--- config.mk ---
export PLATFORM = sky130hd
export DESIGN_NAME = swd_wake_ctrl
export DESIGN_NICKNAME = d
export VERILOG_FILES = /design/src/swd_pkg.sv /design/src/swd_wake_ctrl.sv
export SDC_FILE = /design/constraint.sdc
export NUM_CORES = 1
export LEC_CHECK = 0
export BUFFER_PORTS_ARGS = -buffer_cell sky130_fd_sc_hd__buf_2
export CORE_ASPECT_RATIO = 1.75
export CORE_MARGIN = 2
export CORE_UTILIZATION = 47
export DETAILED_ROUTE_END_ITERATION = 16
export MAX_ROUTING_LAYER = met4
export PLACE_DENSITY = 0.78
export SETUP_SLACK_MARGIN = 0.1
export SLEW_MARGIN = 20
export SYNTH_ARGS = -nofsm -noshare
export SYNTH_HDL_FRONTEND = slang
export SYNTH_HIERARCHICAL = 1
export SYNTH_SLANG_ARGS = --single-unit
export TNS_END_PERCENT = 30
--- constraint.sdc ---
create_clock -name pclk -period 2 [get_ports pclk]
set_input_delay 0.3 -clock pclk [delete_from_list [all_inputs] [get_ports pclk]]
set_output_delay 0.3 -clock pclk [all_outputs]
set_load 0.01 [all_outputs]
--- src/swd_pkg.sv ---
/*
 holds the shared constants of the standby wake source block and the
 per-lane detector that the register front end instantiates once per lane.
 assumes one clock (pclk) and an asynchronous active-low reset.
*/
`timescale 1ns/10ps

package swd_pkg;
   localparam int          ADDR_W        = 12;
   localparam int          DATA_W        = 32;
   localparam int          LANES         = 4;
   localparam int          SEL_W         = 3;
   localparam int          ST_W          = 2;
   localparam int          CLR_W         = 5;
   localparam int          LANE_STRIDE   = 8;
   localparam int          SEL_OFS       = 4;
   localparam int          ST_OFS        = 2;
   localparam int          EN_OFS        = 0;
   localparam logic [ADDR_W-1:0] OFF_MODE_CTRL = 12'h000;
   localparam logic [ADDR_W-1:0] OFF_CLEAR     = 12'h004;
   localparam logic [ADDR_W-1:0] OFF_IRQ_STAT  = 12'h008;
   localparam logic [ADDR_W-1:0] OFF_IRQ_MASK  = 12'h00c;
   localparam logic [CLR_W-1:0]  CLR_LVD       = 5'h00;
   localparam logic [CLR_W-1:0]  CLR_PIN0      = 5'h01;
   localparam logic [CLR_W-1:0]  CLR_PIN1      = 5'h02;
   localparam logic [CLR_W-1:0]  CLR_PIN2      = 5'h03;
   localparam logic [ST_W-1:0]   ST_NONE       = 2'h0;
   localparam logic [ST_W-1:0]   ST_RISE       = 2'h1;
   localparam logic [ST_W-1:0]   ST_FALL       = 2'h2;
   localparam logic [LANES-1:0]  RST_MASK      = 4'h0;

   typedef enum logic [SEL_W-1:0] {
      MODE_LOW  = 3'b000,
      MODE_HIGH = 3'b001,
      MODE_FALL = 3'b010,
      MODE_RISE = 3'b011,
      MODE_BOTH = 3'b100
   } swd_mode_t;

   localparam logic [SEL_W-1:0]  RST_SEL       = 3'b010;
endpackage

module swd_lane (
   input  wire logic                     clk,
   input  wire logic                     rst_n,
   input  wire logic                     src_in,
   input  wire logic [swd_pkg::SEL_W-1:0] sel,
   input  wire logic                     enable,
   input  wire logic                     clear,
   output logic                          level,
   output logic                          hit,
   output logic                          pending,
   output logic                          latch_evt,
   output logic [swd_pkg::ST_W-1:0]      edge_st
);
   import swd_pkg::*;

   logic sync1_ff;
   logic sync2_ff;
   logic prev_ff;
   logic pend_ff;
   logic [ST_W-1:0] st_ff;
   logic rise;
   logic fall;
   logic set;

   // pin is asynchronous to pclk: two flops before any logic
   always_ff @(posedge clk or negedge rst_n) begin
      if (!rst_n) begin
         sync1_ff <= 1'b0;
         sync2_ff <= 1'b0;
         prev_ff  <= 1'b0;
      end else begin
         sync1_ff <= src_in;
         sync2_ff <= sync1_ff;
         prev_ff  <= sync2_ff;
      end
   end

   assign level = sync2_ff;
   assign rise  = sync2_ff & ~prev_ff;
   assign fall  = ~sync2_ff & prev_ff;

   always_comb begin
      unique case (sel)
         MODE_LOW:  hit = ~sync2_ff;
         MODE_HIGH: hit = sync2_ff;
         MODE_FALL: hit = fall;
         MODE_RISE: hit = rise;
         MODE_BOTH: hit = rise | fall;
         // forbidden codes detect nothing
         default:   hit = 1'b0;
      endcase
   end

   assign set       = enable & hit;
   assign latch_evt = set & ~pend_ff;
   assign pending   = pend_ff;
   assign edge_st   = st_ff;

   // set wins over a clear in the same cycle
   always_ff @(posedge clk or negedge rst_n) begin
      if (!rst_n) begin
         pend_ff <= 1'b0;
      end else if (set) begin
         pend_ff <= 1'b1;
      end else if (clear) begin
         pend_ff <= 1'b0;
      end
   end

   always_ff @(posedge clk or negedge rst_n) begin
      if (!rst_n) begin
         st_ff <= ST_NONE;
      end else if (set && sel == MODE_BOTH) begin
         st_ff <= st_ff | (rise ? ST_RISE : ST_NONE)
                        | (fall ? ST_FALL : ST_NONE);
      end else if (clear) begin
         st_ff <= ST_NONE;
      end
   end
endmodule

--- src/swd_wake_ctrl.sv ---
/*
 standby wake source detect: four wake lanes (low-voltage detector and
 external pins 0..2) with level/edge selection, edge status, enables,
 a request-clear register and a masked read-to-clear interrupt.
 assumes an apb master on pclk and asynchronous pins for the sources.
*/
// Local design decisions: the address map and the APB register port.
// Behaviour
// - selector: 000 low, 001 high, 010 fall, 011 rise, 100 both edges
// - edge status: 01 rising, 10 falling, 11 both, 00 none
// - edge status reads valid only while selector is 100
// - status lets software read back the edges the lane saw while enabled in mode 100 since its request was last cleared
// - clearing a lane request also zeroes that lane's edge status
// - lane enable 0 blocks wake requests, 1 allows them
// - pin 2 lane: selector 30-28, status 27-26, enable 24
// - pin 1 lane: selector 22-20, status 19-18, enable 16
// - pin 0 lane: selector 14-12, status 11-10, enable 8
// - low-voltage lane: selector 6-4, status 3-2, enable 0
// - 5-bit clear code picks one lane's request; others forbidden
`timescale 1ns/10ps

module swd_wake_ctrl (
   input  wire logic                         pclk,
   input  wire logic                         presetn,
   input  wire logic                         psel,
   input  wire logic                         penable,
   input  wire logic                         pwrite,
   input  wire logic [swd_pkg::ADDR_W-1:0]   paddr,
   input  wire logic [swd_pkg::DATA_W-1:0]   pwdata,
   output logic      [swd_pkg::DATA_W-1:0]   prdata,
   output logic                              pready,
   output logic                              pslverr,
   input  wire logic                         low_voltage_detect_irq,
   input  wire logic                         ext_irq_pin_zero,
   input  wire logic                         ext_irq_pin_one,
   input  wire logic                         ext_irq_pin_two,
   output logic      [swd_pkg::LANES-1:0]    wake_pending,
   output logic                              standby_release,
   output logic                              irq
);
   import swd_pkg::*;

   logic [LANES-1:0]        src;
   logic [SEL_W-1:0]        sel_ff   [LANES];
   logic [LANES-1:0]        en_ff;
   logic [LANES-1:0]        mask_ff;
   logic [LANES-1:0]        stat_ff;
   logic [DATA_W-1:0]       rdata_ff;
   logic [LANES-1:0]        level;
   logic [LANES-1:0]        hit;
   logic [LANES-1:0]        pend;
   logic [LANES-1:0]        evt;
   logic [LANES-1:0]        lane_clr;
   logic [ST_W-1:0]         est      [LANES];
   logic [DATA_W-1:0]       ctrl_word;
   logic [DATA_W-1:0]       nxt_rdata;
   logic                    setup_rd;
   logic                    acc;
   logic                    wr;
   logic                    rd;
   logic                    mapped;

   assign src = {ext_irq_pin_two, ext_irq_pin_one, ext_irq_pin_zero,
                 low_voltage_detect_irq};

   assign acc    = psel & penable;
   assign wr     = acc & pwrite;
   assign rd     = acc & ~pwrite;
   assign setup_rd = psel & ~penable & ~pwrite;
   assign mapped = (paddr == OFF_MODE_CTRL) || (paddr == OFF_CLEAR) ||
                   (paddr == OFF_IRQ_STAT)  || (paddr == OFF_IRQ_MASK);
   // zero wait states: every access completes in its first access cycle
   assign pready  = 1'b1;
   assign pslverr = acc & ~mapped;

   genvar g;
   generate
      for (g = 0; g < LANES; g++) begin : g_lane
         // lane g answers clear code g; codes above 3 name no lane here
         assign lane_clr[g] = wr && (paddr == OFF_CLEAR) &&
            (pwdata[CLR_W-1:0] == CLR_W'(g));

         always_ff @(posedge pclk or negedge presetn) begin
            if (!presetn) begin
               sel_ff[g] <= RST_SEL;
               en_ff[g]  <= 1'b0;
            end else if (wr && paddr == OFF_MODE_CTRL) begin
               sel_ff[g] <= pwdata[g*LANE_STRIDE+SEL_OFS +: SEL_W];
               en_ff[g]  <= pwdata[g*LANE_STRIDE+EN_OFS];
            end
         end

         // status only meaningful in both-edges mode
         always_comb begin
            ctrl_word[g*LANE_STRIDE +: LANE_STRIDE] = '0;
            ctrl_word[g*LANE_STRIDE+SEL_OFS +: SEL_W] = sel_ff[g];
            ctrl_word[g*LANE_STRIDE+EN_OFS] = en_ff[g];
            ctrl_word[g*LANE_STRIDE+ST_OFS +: ST_W] =
               (sel_ff[g] == MODE_BOTH) ? est[g] : ST_NONE;
         end

         // sticky bit; a read clears only what it returned, so an event
         // landing in the setup cycle is kept for the next read
         always_ff @(posedge pclk or negedge presetn) begin
            if (!presetn) begin
               stat_ff[g] <= 1'b0;
            end else if (evt[g]) begin
               stat_ff[g] <= 1'b1;
            end else if (rd && paddr == OFF_IRQ_STAT && rdata_ff[g]) begin
               stat_ff[g] <= 1'b0;
            end
         end

         swd_lane u_lane (
            .clk       (pclk),
            .rst_n     (presetn),
            .src_in    (src[g]),
            .sel       (sel_ff[g]),
            .enable    (en_ff[g]),
            .clear     (lane_clr[g]),
            .level     (level[g]),
            .hit       (hit[g]),
            .pending   (pend[g]),
            .latch_evt (evt[g]),
            .edge_st   (est[g])
         );
      end
   endgenerate

   always_ff @(posedge pclk or negedge presetn) begin
      if (!presetn) begin
         mask_ff <= RST_MASK;
      end else if (wr && paddr == OFF_IRQ_MASK) begin
         mask_ff <= pwdata[LANES-1:0];
      end
   end

   // read data captured in setup so prdata comes from a flop
   always_comb begin
      nxt_rdata = '0;
      if (paddr == OFF_MODE_CTRL) begin
         nxt_rdata = ctrl_word;
      end else if (paddr == OFF_IRQ_STAT) begin
         nxt_rdata[LANES-1:0] = stat_ff;
      end else if (paddr == OFF_IRQ_MASK) begin
         nxt_rdata[LANES-1:0] = mask_ff;
      end
   end

   always_ff @(posedge pclk or negedge presetn) begin
      if (!presetn) begin
         rdata_ff <= '0;
      end else if (setup_rd) begin
         rdata_ff <= nxt_rdata;
      end
   end

   assign prdata          = rdata_ff;
   assign wake_pending    = pend;
   assign standby_release = |pend;
   assign irq             = |(stat_ff & mask_ff);
endmodule

After elaboration in Yosys (flattened, before gate mapping)
Cells that the tools add are included.
- word-level logic and storage cells: 189
- register bits: 80
- reductions and logical operators: 39
- bitwise gates (word level): 50
- equality and inequality tests: 22
- mux-type cells: 44
- operators with widths (operator ; number):
    2-bit 2-to-1 mux ; 16
    27-bit 2-to-1 mux ; 1
    12-bit by 4-bit == test with 1-bit output, second input constant ; 2
    3-bit by 2-bit == test with 1-bit output, second input constant ; 8
    2-bit nonzero test ; 12
    1-bit bitwise AND ; 22
    1-bit 2-to-1 mux ; 20
    1-bit case mux with 5 select lines ; 4
    1-bit logical AND ; 16
    2-bit bitwise OR ; 8
    1-bit inverter ; 15
    12-bit by 3-bit == test with 1-bit output, second input constant ; 1
    3-bit by 1-bit == test with 1-bit output, second input constant ; 4
    3-bit == test, second input constant ; 4
    12-bit zero test ; 1
    3-bit zero test ; 4
    4-bit 2-to-1 mux ; 3
    5-bit by 2-bit == test with 1-bit output, second input constant ; 2
    4-bit OR reduction ; 2
    5-bit by 1-bit == test with 1-bit output, second input constant ; 1
    5-bit zero test ; 1
    4-bit bitwise AND ; 1
    1-bit bitwise OR ; 4
    1-bit logical OR ; 3

Longest topological paths before layout
Gate-level depths: netlist of run 1.
- depth in word-level cells: 7
- gate-level depth with buffers: 7
- mapped depth without buffers: 6

Hierarchy
Netlist of run 1, hierarchy kept.
- modules (own cells, without submodules) (module ; sequential area each (um^2) ; area an instance (um^2) ; times used ; cells an instance):
    swd_wake_ctrl ; 1231.2 ; 2190.9 ; 1 ; 186
    swd_lane ; 150.1 ; 329.1 ; 4 ; 28

Worst setup path before layout of run 1
No wires, ideal clock.
- path kind: input-to-reg
- start point: input port paddr[9] in the netlist's numbering
- end point: register g_lane[1].u_lane.st_ff[0]
- arrival: 2.223 ns
- library setup time: 0.121 ns
- path slack: -0.344 ns
- stages on the path: 6
- path buffers: 1
- cell sequence: or4_4 or4_1 buf_2 nor4b_1 o21ai_2 a22o_1
- word-level cells in the longest chain between the ends: 4
- ends and longest elaborated chain (item ; line ; text):
    start, declared ; swd_wake_ctrl.sv:28 ; input wire logic [swd_pkg::ADDR_W-1:0] paddr,
    12-bit by 3-bit == test with 1-bit output ; swd_wake_ctrl.sv:80 ; assign lane_clr[g] = wr && (paddr == OFF_CLEAR) &&
    1-bit logical AND (2 in series) ; swd_wake_ctrl.sv:80 ;
    named net lane_clr[1] ; swd_wake_ctrl.sv:53 ; logic [LANES-1:0] lane_clr;
    2-bit nonzero test (no line) ; n/a ;
    end signal, assigned ; swd_pkg.sv:116 ; st_ff <= st_ff | (rise ? ST_RISE : ST_NONE)
    end, declared ; swd_pkg.sv:62 ; logic [ST_W-1:0] st_ff;
The timed path passes the listed nets, and every way through them passes these cells.
A chain may end at the register's enable or synchronous reset.

Worst setup path in the final report of run 1
- start point: input port paddr[4] in the netlist's numbering
- end point: register mask_ff[3]
- word-level cells in the longest chain between the ends: 2
- ends and longest elaborated chain (item ; line ; text):
    12-bit by 4-bit == test with 1-bit output ; swd_wake_ctrl.sv:133 ; end else if (wr && paddr == OFF_IRQ_MASK) begin
    1-bit logical AND ; swd_wake_ctrl.sv:133 ;
    end signal, assigned ; swd_wake_ctrl.sv:134 ; mask_ff <= pwdata[LANES-1:0];
    end, declared ; swd_wake_ctrl.sv:46 ; logic [LANES-1:0] mask_ff;
Every way passes these cells.

==> impl_metrics.tcl, run 1 <==
set metrics [dict create \
    grt_max_degree 74 \
    netlist_area_um2 3470 \
    leakagePower_uw 0.00217 \
    synth_cells 290 \
    grt_overflow 0 \
    crit_chain "buf_6 -> or4_4 -> or4_4 -> buf_6 -> nor3_4 -> buf_6 -> mux2_2" \
    layout_setup_ws_ps -10.5 \
    fp.dieW_um 68.9 \
    max_stage_delay_ps 530 \
    yosys_warnings 6 \
    crit_required_ps 2220 \
    track_usage_pct 21.4 \
    path_buf_inv 3 \
    powerDensity_nw_per_um2 743 \
    cts.sinks 73 \
    drc 0 \
    finClkSkew_ps 3.36 \
    h-tree-depth 3 \
    path_delay_family "simple AND/OR/NAND/NOR gates" \
    ant_nets 0 \
    dp_worst_setup_slack_ps -296 \
    cts_buffer_depth 2 \
    antenna_found_initial 0 \
    rows 41 \
    utilization_pct 61.5 \
    finalSetupViolCount 4 \
    design_area_um2 4420 \
    hold_class "input port to register" \
    firstDrtPassIters 4 \
    drv_cap 0 \
    vias_per_cell 5.53 \
    min_period_ps 2010 \
    multi_input_area_um2 1560 \
    cts.reportedPaths.clkPinSlew_ps 60 \
    root_buffer "clkbuf_16" \
    nets 442 \
    worstPathArrival_ps 2230 \
    port_buffers 71 \
    dpl_cell_area_um2 4040 \
    rsz0062_at_grt "yes" \
    hold_violations 0 \
    setup_tns_ps -24.4 \
    start_util_pct 48.3 \
    initialDrtViolationCount 122 \
    grt_pass1_vias 2564 \
    wire_per_inst_um 16.6 \
    vias 2611 \
    diodes 0 \
    slowest_stage "or4_4" \
    ir_drop_uv 489 \
    area_growth_syn_to_layout_pct 27.5 \
    clkLatencyLatePin_ps 330 \
    die-area_um2 8110 \
    fill_cells 592 \
    cts_tree "done" \
    start_kind "input port" \
    critical_path_peak_fanout 5 \
    worstSetupPathType "input port to register" \
    dp_hpwl_um 5640 \
    grt_pass1_wl_um 12400 \
    seq_area_um2 1830 \
    cpMostUsedCell "buf_6" \
    drt-total-wl_um 7850 \
    dieHeight_um 118 \
    status "complete, but fails checks" \
    worst_setup_path_end_kind "register" \
    cts_buffers 9 \
    final_max_slew_viol_count 0 \
    drive_gt1_share_pct 42.0 \
    fmax_mhz 497 \
    coreArea_um2 7180 \
    place_congestion 0.816 \
    pin_count 93 \
    syn_avg_cell_area_um2 12.0 \
    post-route-period-util_pct 101 \
    violations "negative setup slack" \
]
[worst paths after layout]
| kind | slack (ps) | start | endpoint | cells after the start |
|---|---|---|---|---|
| hold / removal | 70 | ext_irq_pin_zero | g_lane[1].u_lane/sync1_ff | 1 |
| setup / recovery | -10 | paddr[4] | mask_ff[3] | 7 |
| max in group asynchronous | 1140 | presetn | ctrl_word[5] | 3 |
| hold reg to reg | 350 | g_lane[0].u_lane/sync1_ff | g_lane[0].u_lane/level | 0 |
| min in group asynchronous | 510 | presetn | g_lane[1].u_lane/level | 3 |
| setup reg to reg | 310 | g_lane[3].u_lane/level | stat_ff[3] | 6 |
[placed cells by master, fill, tap and decap left out, types with 4 or more instances in the layout]
cell type  instances
a21boi_4           4
a21oi_1            8
a22o_1            23
a2bb2oi_1          4
buf_2             69
buf_4             13
buf_6              4
clkbuf_16          9
conb_1             8
dfrtp_1           69
dfstp_2            4
ha_1               8
inv_1             17
mux2_2            22
nand2_1           13
nand2b_1           4
nand4_1           10
nor2_1            15
nor3b_1            5
o21ai_0            8
o21ai_2            4
o221ai_2           4
or3b_4             4
xnor2_1            4
[power by group]
group / total (uW) / internal (uW) / leakage (uW) / switching [uW]
registers: 1510 / 1500 / 0.000948 / 14.7
logic: 189 / 80.3 / 0.00108 / 108
clock network: 1580 / 994 / 0.000142 / 589
total: 3280 / 2570 / 0.00217 / 712
[worst reg2reg max path, cell delays in order (launching register included)]
cell       delay, ps
dfrtp_1          400
inv_1             70
ha_1             290
or3b_4           400
a2bb2oi_1        160
a21oi_1          200
a21o_1           110
[state kept, by name, indices dropped and copies added, names as in the netlist]
| name | count |
|---|---|
| mask_ff | 4 |
| g_lane.u_lane/sync1_ff | 4 |
| g_lane.u_lane/pending | 4 |
| prdata | 25 |
| stat_ff | 4 |
| g_lane.u_lane/prev_ff | 4 |
| g_lane.u_lane/level | 4 |
| g_lane.u_lane/edge_st | 8 |
| ctrl_word | 16 |
[stage by stage]
stage                     hold WS [ps]  power, uW  instances
after global placement             332       1710        452
after detailed placement           335       1720        452
after global routing              57.7       3410        472
after floorplan                   4.41       1620        296
final                             66.9       3280        472
after CTS                         58.0       3320        471
[repair_timing]
item,4_1_cts,5_1_grt
hold buffers,1,0
endpoints found under the hold margin,7,0
cloned,0,0
pin swaps,4,2
setup buffers,2,1
endpoints found under the setup margin,13,15
resized for setup,7,4
[layer usage]
layer / vias up / global-route usage, % / routed length (um)
met5: - / - / 0
met4: 0 / 11.2 / 224
met3: 19 / 4.21 / 348
met2: 80 / 32.7 / 4120
met1: 1282 / 26.2 / 3160
li1: 1230 / - / -
[cell type report]
type,instances,share of cell area (%)
clock buffers,11,5.49
clock inverters,5,1.25
inverters,17,1.44
multi-input cells,190,35.3
flip-flops and latches,73,41.4
well taps,86,2.43
repair buffers,90,12.6
No activity file was read; power rests on OpenSTA's default activity.
==> run 2, diff against run 1 <==
--- a/config.mk
+++ b/config.mk
@@ -6,13 +6,16 @@
 export NUM_CORES = 1
 export LEC_CHECK = 0
 export BUFFER_PORTS_ARGS = -buffer_cell sky130_fd_sc_hd__buf_2
+export CELL_PAD_IN_SITES_DETAIL_PLACEMENT = 0
+export CELL_PAD_IN_SITES_GLOBAL_PLACEMENT = 1
 export CORE_ASPECT_RATIO = 1.75
 export CORE_MARGIN = 2
-export CORE_UTILIZATION = 47
+export CORE_UTILIZATION = 37
 export DETAILED_ROUTE_END_ITERATION = 16
 export MAX_ROUTING_LAYER = met4
-export PLACE_DENSITY = 0.78
+export PLACE_DENSITY = 0.79
 export SETUP_SLACK_MARGIN = 0.1
+export SKIP_CTS_REPAIR_TIMING = 1
 export SLEW_MARGIN = 20
 export SYNTH_ARGS = -nofsm -noshare
 export SYNTH_HDL_FRONTEND = slang
==> impl_metrics.tcl, run 2 (synthesis gave the netlist of run 1 again) <==
set metrics [dict create \
    status "complete, but fails checks" \
    violations "negative hold slack, negative setup slack" \
    internal_power_uw 2700 \
    cts.sinks 73 \
    grt_pass1_wl_um 13800 \
    start_kind "input port" \
    antenna_found_initial 0 \
    drv_cap 0 \
    initialDrtViolationCount 116 \
    design_area_um2 4450 \
    powerDensity_nw_per_um2 770 \
    grt_overflow 0 \
    final_max_slew_viol_count 0 \
    finClkSkew_ps 4.46 \
    rows 46 \
    dp_hpwl_um 5960 \
    ff2ff_path_depth 6 \
    finalSetupViolCount 1 \
    hold_class "input port to async pin" \
    cts_tree "done" \
    holdWs_ps -16.1 \
    grt_pass1_vias 2720 \
    vias 2624 \
    drive_gt1_share_pct 41.4 \
    clkPwrFrac_pct 50.4 \
    place_congestion 0.847 \
    cts.reportedPaths.clkPinSlew_ps 60 \
    p_comb_share_pct 5.5 \
    crit_required_ps 2220 \
    cts_buffer_depth 2 \
    track_usage_pct 17.8 \
    dpl_cell_area_um2 4090 \
    finalPower_uw 3430 \
    area_growth_syn_to_layout_pct 28.5 \
    drc 0 \
    critical_path_peak_fanout 5 \
    setup_tns_ps -4.31 \
    worst_setup_path_end_kind "register" \
    ir_drop_uv 447 \
    wire_per_inst_um 16.6 \
    crit_start "paddr[1]" \
    root_buffer "clkbuf_16" \
    seqPwrFrac_pct 44.1 \
    setup.worst_path.end "g_lane[1].u_lane/edge_st[1]" \
    firstDrtPassIters 6 \
    rsz0062_at_grt "yes" \
    r2r_start "g_lane[3].u_lane/level" \
    hold_violations 21 \
    r2r_slack_ps 300 \
    fmax_mhz 499 \
    swShare_pct 21.3 \
    coreArea_um2 9090 \
    fp.dieW_um 77.2 \
    drt-total-wl_um 8390 \
    p_switching_uw 731 \
    diodes 0 \
    leakagePower_uw 0.00217 \
    layout_setup_ws_ps -4.31 \
    dieHeight_um 132 \
    cts_buffers 9 \
    utilization_pct 49.0 \
    grt_max_degree 74 \
    port_buffers 71 \
    ant_nets 0 \
    start_util_pct 38.1 \
    largest_reg_flops 25 \
    post-route-period-util_pct 100 \
    pin_count 93 \
    nets 440 \
    min_period_ps 2000 \
    worstSetupPathType "input port to register" \
    worstPathArrival_ps 2230 \
    clkLatencyLatePin_ps 330 \
    final_cell_mix "dfrtp_1 (69), buf_2 (69), a22o_1 (23), mux2_2 (23), inv_1 (17)" \
    die-area_um2 10200 \
    r2r_end "stat_ff[3]" \
    h-tree-depth 3 \
    vias_per_cell 5.21 \
]
==> run 2: cell types whose count changed in the layout (fill, tap and decap cells not counted), sizes merged <==
cell	previous run	this run
dlygate4sd3	1	0
buf	89	88
bufinv	1	2
clkinv	2	1
==> run 2: worst max-delay path: stages <==
cell and delay, ps:
buf_6 90, or4_4 530, or4_4 510, buf_6 160, nor4b_4 340, o21ai_2 120
a22o_1 190
==> run 2: layer usage <==
metal | wire [um] | global-route usage (%) | vias to the layer above
li1 | - | - | 1229
met1 | 3520 | 21.1 | 1314
met2 | 4350 | 29.7 | 72
met3 | 386 | 3.63 | 9
met4 | 134 | 6.85 | 0
met5 | 0 | - | -
==> run 2: area by class of cell <==
class	instances	area, um2
tap	120	150
inverter	17	63.8
sequential	73	1830
clock inverter	5	80.1
multi-input combinational	190	1550
clock buffer	11	243
timing repair buffer	88	537
fill	870	4640
==> run 2: how the worst min path moves through the flow <==
stage | to | slack (ps) | startpoint
2_1_floorplan | ctrl_word[0] | 4 | presetn
3_3_place_gp | g_lane[3].u_lane/level | 330 | g_lane[3].u_lane/sync1_ff
3_5_place_dp | g_lane[2].u_lane/level | 340 | g_lane[2].u_lane/sync1_ff
4_1_cts | prdata[14] | -2 | presetn
5_1_grt | prdata[22] | 10 | presetn
6_report | prdata[14] | -20 | presetn
==> run 2: power groups by stage <==
| stage | Clock [uW] | Combinational [uW] | Sequential (uW) |
|---|---|---|---|
| after floorplan | 0 | 83.2 | 1540 |
| after global placement | 0 | 180 | 1540 |
| after detailed placement | 0 | 184 | 1540 |
| after CTS | 1770 | 185 | 1510 |
| after global routing | 1840 | 209 | 1510 |
| final | 1730 | 188 | 1510 |
==> run 2: metrics by stage <==
stage / hold WS [ps] / std cells / worst slack [ps]
2_1_floorplan: 4.41 / 296 / -146
3_3_place_gp: 332 / 487 / -274
3_5_place_dp: 336 / 487 / -300
4_1_cts: -1.83 / 503 / -186
5_1_grt: 13.8 / 504 / -43.0
6_report: -16.1 / 504 / -4.31
==> run 3, diff against run 2 <==
==> constraint.sdc (replaced) <==
create_clock -name pclk -period 2 [get_ports pclk]
set_input_delay 0.3 -clock pclk [delete_from_list [all_inputs] [get_ports pclk]]
set_output_delay 0.3 -clock pclk [all_outputs]
set_load 0.1 [all_outputs]
==> impl_metrics.tcl, run 3 (synthesis gave the netlist of run 1 again) <==
set metrics [dict create \
    vias 2633 \
    start_kind "input port" \
    r2r_slack_ps 290 \
    design_area_um2 4460 \
    leakagePower_uw 0.00218 \
    clkPwrFrac_pct 48.1 \
    start_util_pct 38.1 \
    finalSetupViolCount 4 \
    powerDensity_nw_per_um2 783 \
    slowest_stage "or4_4" \
    worst_setup_path_end_kind "output pin" \
    critical_path_peak_fanout 3 \
    fp.dieW_um 77.2 \
    cpMostUsedCell "or4_4" \
    crit_chain "buf_6 -> or4_4 -> or4_4 -> and3_4 -> buf_12" \
    r2r_start "g_lane[3].u_lane/level" \
    diodes 0 \
    crit_required_ps 1700 \
    cts_buffers 9 \
    cts.sinks 73 \
    post-route-period-util_pct 103 \
    final_common_cell "dfrtp_1" \
    place_congestion 0.846 \
    largest_reg_flops 25 \
    drt-total-wl_um 8250 \
    layout_setup_ws_ps -69.3 \
    internal_power_uw 2670 \
    pin_count 93 \
    drc 0 \
    seqPwrFrac_pct 43.3 \
    initialDrtViolationCount 137 \
    violations "negative hold slack, negative setup slack" \
    worstSetupPathType "input port to output pin" \
    firstDrtPassIters 4 \
    fmax_mhz 483 \
    swShare_pct 23.6 \
    dieHeight_um 132 \
    final_cell_mix "dfrtp_1 (69), buf_2 (68), a22o_1 (23), mux2_2 (23), inv_1 (17)" \
    setup.worst_path.end "pslverr" \
    p_switching_uw 826 \
    port_buffers 71 \
    status "complete, but fails checks" \
    seq_area_um2 1830 \
    drive_gt1_share_pct 41.6 \
    dpl_cell_area_um2 4110 \
    r2r_end "stat_ff[3]" \
    rows 46 \
    ant_nets 0 \
    grt_pass1_wl_um 13600 \
    min_period_ps 2070 \
    ff2ff_path_depth 6 \
    fill_cells 914 \
    drv_cap 0 \
    antenna_found_initial 0 \
    holdWs_ps -17.1 \
    grt_overflow 0 \
    clkLatencyLatePin_ps 330 \
    die-area_um2 10200 \
    coreArea_um2 9090 \
    p_comb_share_pct 8.6 \
    nets 441 \
    final_max_slew_viol_count 0 \
    crit_start "paddr[4]" \
    h-tree-depth 3 \
    cts.reportedPaths.clkPinSlew_ps 60 \
    dp_worst_setup_slack_ps -301 \
    area_growth_syn_to_layout_pct 28.8 \
    grt_pass1_vias 2785 \
    wire_per_inst_um 16.3 \
    vias_per_cell 5.21 \
    worstPathArrival_ps 1770 \
    track_usage_pct 17.6 \
    ir_drop_uv 641 \
    max_stage_delay_ps 530 \
    cts_buffer_depth 2 \
    dp_hpwl_um 6130 \
    grt_max_degree 74 \
    multi_input_area_um2 1550 \
    cts_tree "done" \
    root_buffer "clkbuf_16" \
    rsz0062_at_grt "yes" \
    hold_violations 28 \
    finClkSkew_ps 6.61 \
    hold_class "input port to async pin" \
]
run 3: per-layer routing:
layer	wire (um)	track usage, %	vias to the layer above
met5	0	-	-
met4	127	6.65	0
met3	392	4.93	9
met2	4250	29.0	73
met1	3480	20.4	1319
li1	-	-	1232
run 3: power by group through the flow:
stage          clock [uW]  combinational, uW  sequential, uW
2_1_floorplan           0                151            1580
3_3_place_gp            0                293            1540
3_5_place_dp            0                298            1540
4_1_cts              1730                299            1510
5_1_grt              1800                323            1510
6_report             1680                302            1510
run 3: cell type report:
cell class,instances,area share (%)
Timing Repair Buffer,89,12.4
Clock inverter,5,1.77
Multi-Input combinational cell,190,34.8
Inverter,17,1.43
Tap cell,120,3.36
Clock buffer,11,5.21
Sequential cell,73,41.0
run 3: worst max-delay path, delay by kind of cell:
family	cells	cell delay (ps)
simple gates	3	1220
buf+inv	2	250
run 3: worst min-delay path by stage:
stage	endpoint	cells after the start	slack, ps	start
after CTS	prdata[14]	2	-2	presetn
final	prdata[21]	2	-20	presetn
after global routing	prdata[14]	2	5	presetn
after floorplan	ctrl_word[0]	0	4	presetn
after detailed placement	g_lane[3].u_lane/level	0	340	g_lane[3].u_lane/sync1_ff
after global placement	g_lane[3].u_lane/level	0	330	g_lane[3].u_lane/sync1_ff
run 3: stage by stage:
stage          setup TNS [ps]  hold WS, ps  utilization (%)  power (uW)  std cells
2_1_floorplan           -3110         4.41                -        1730        296
3_3_place_gp            -7760          332             45.1        1830        488
3_5_place_dp            -7840          337             45.1        1840        488
4_1_cts                  -304        -1.71             48.6        3540        504
5_1_grt                  -385         5.37             49.1        3640        505
6_report                 -119        -17.1             49.1        3500        505
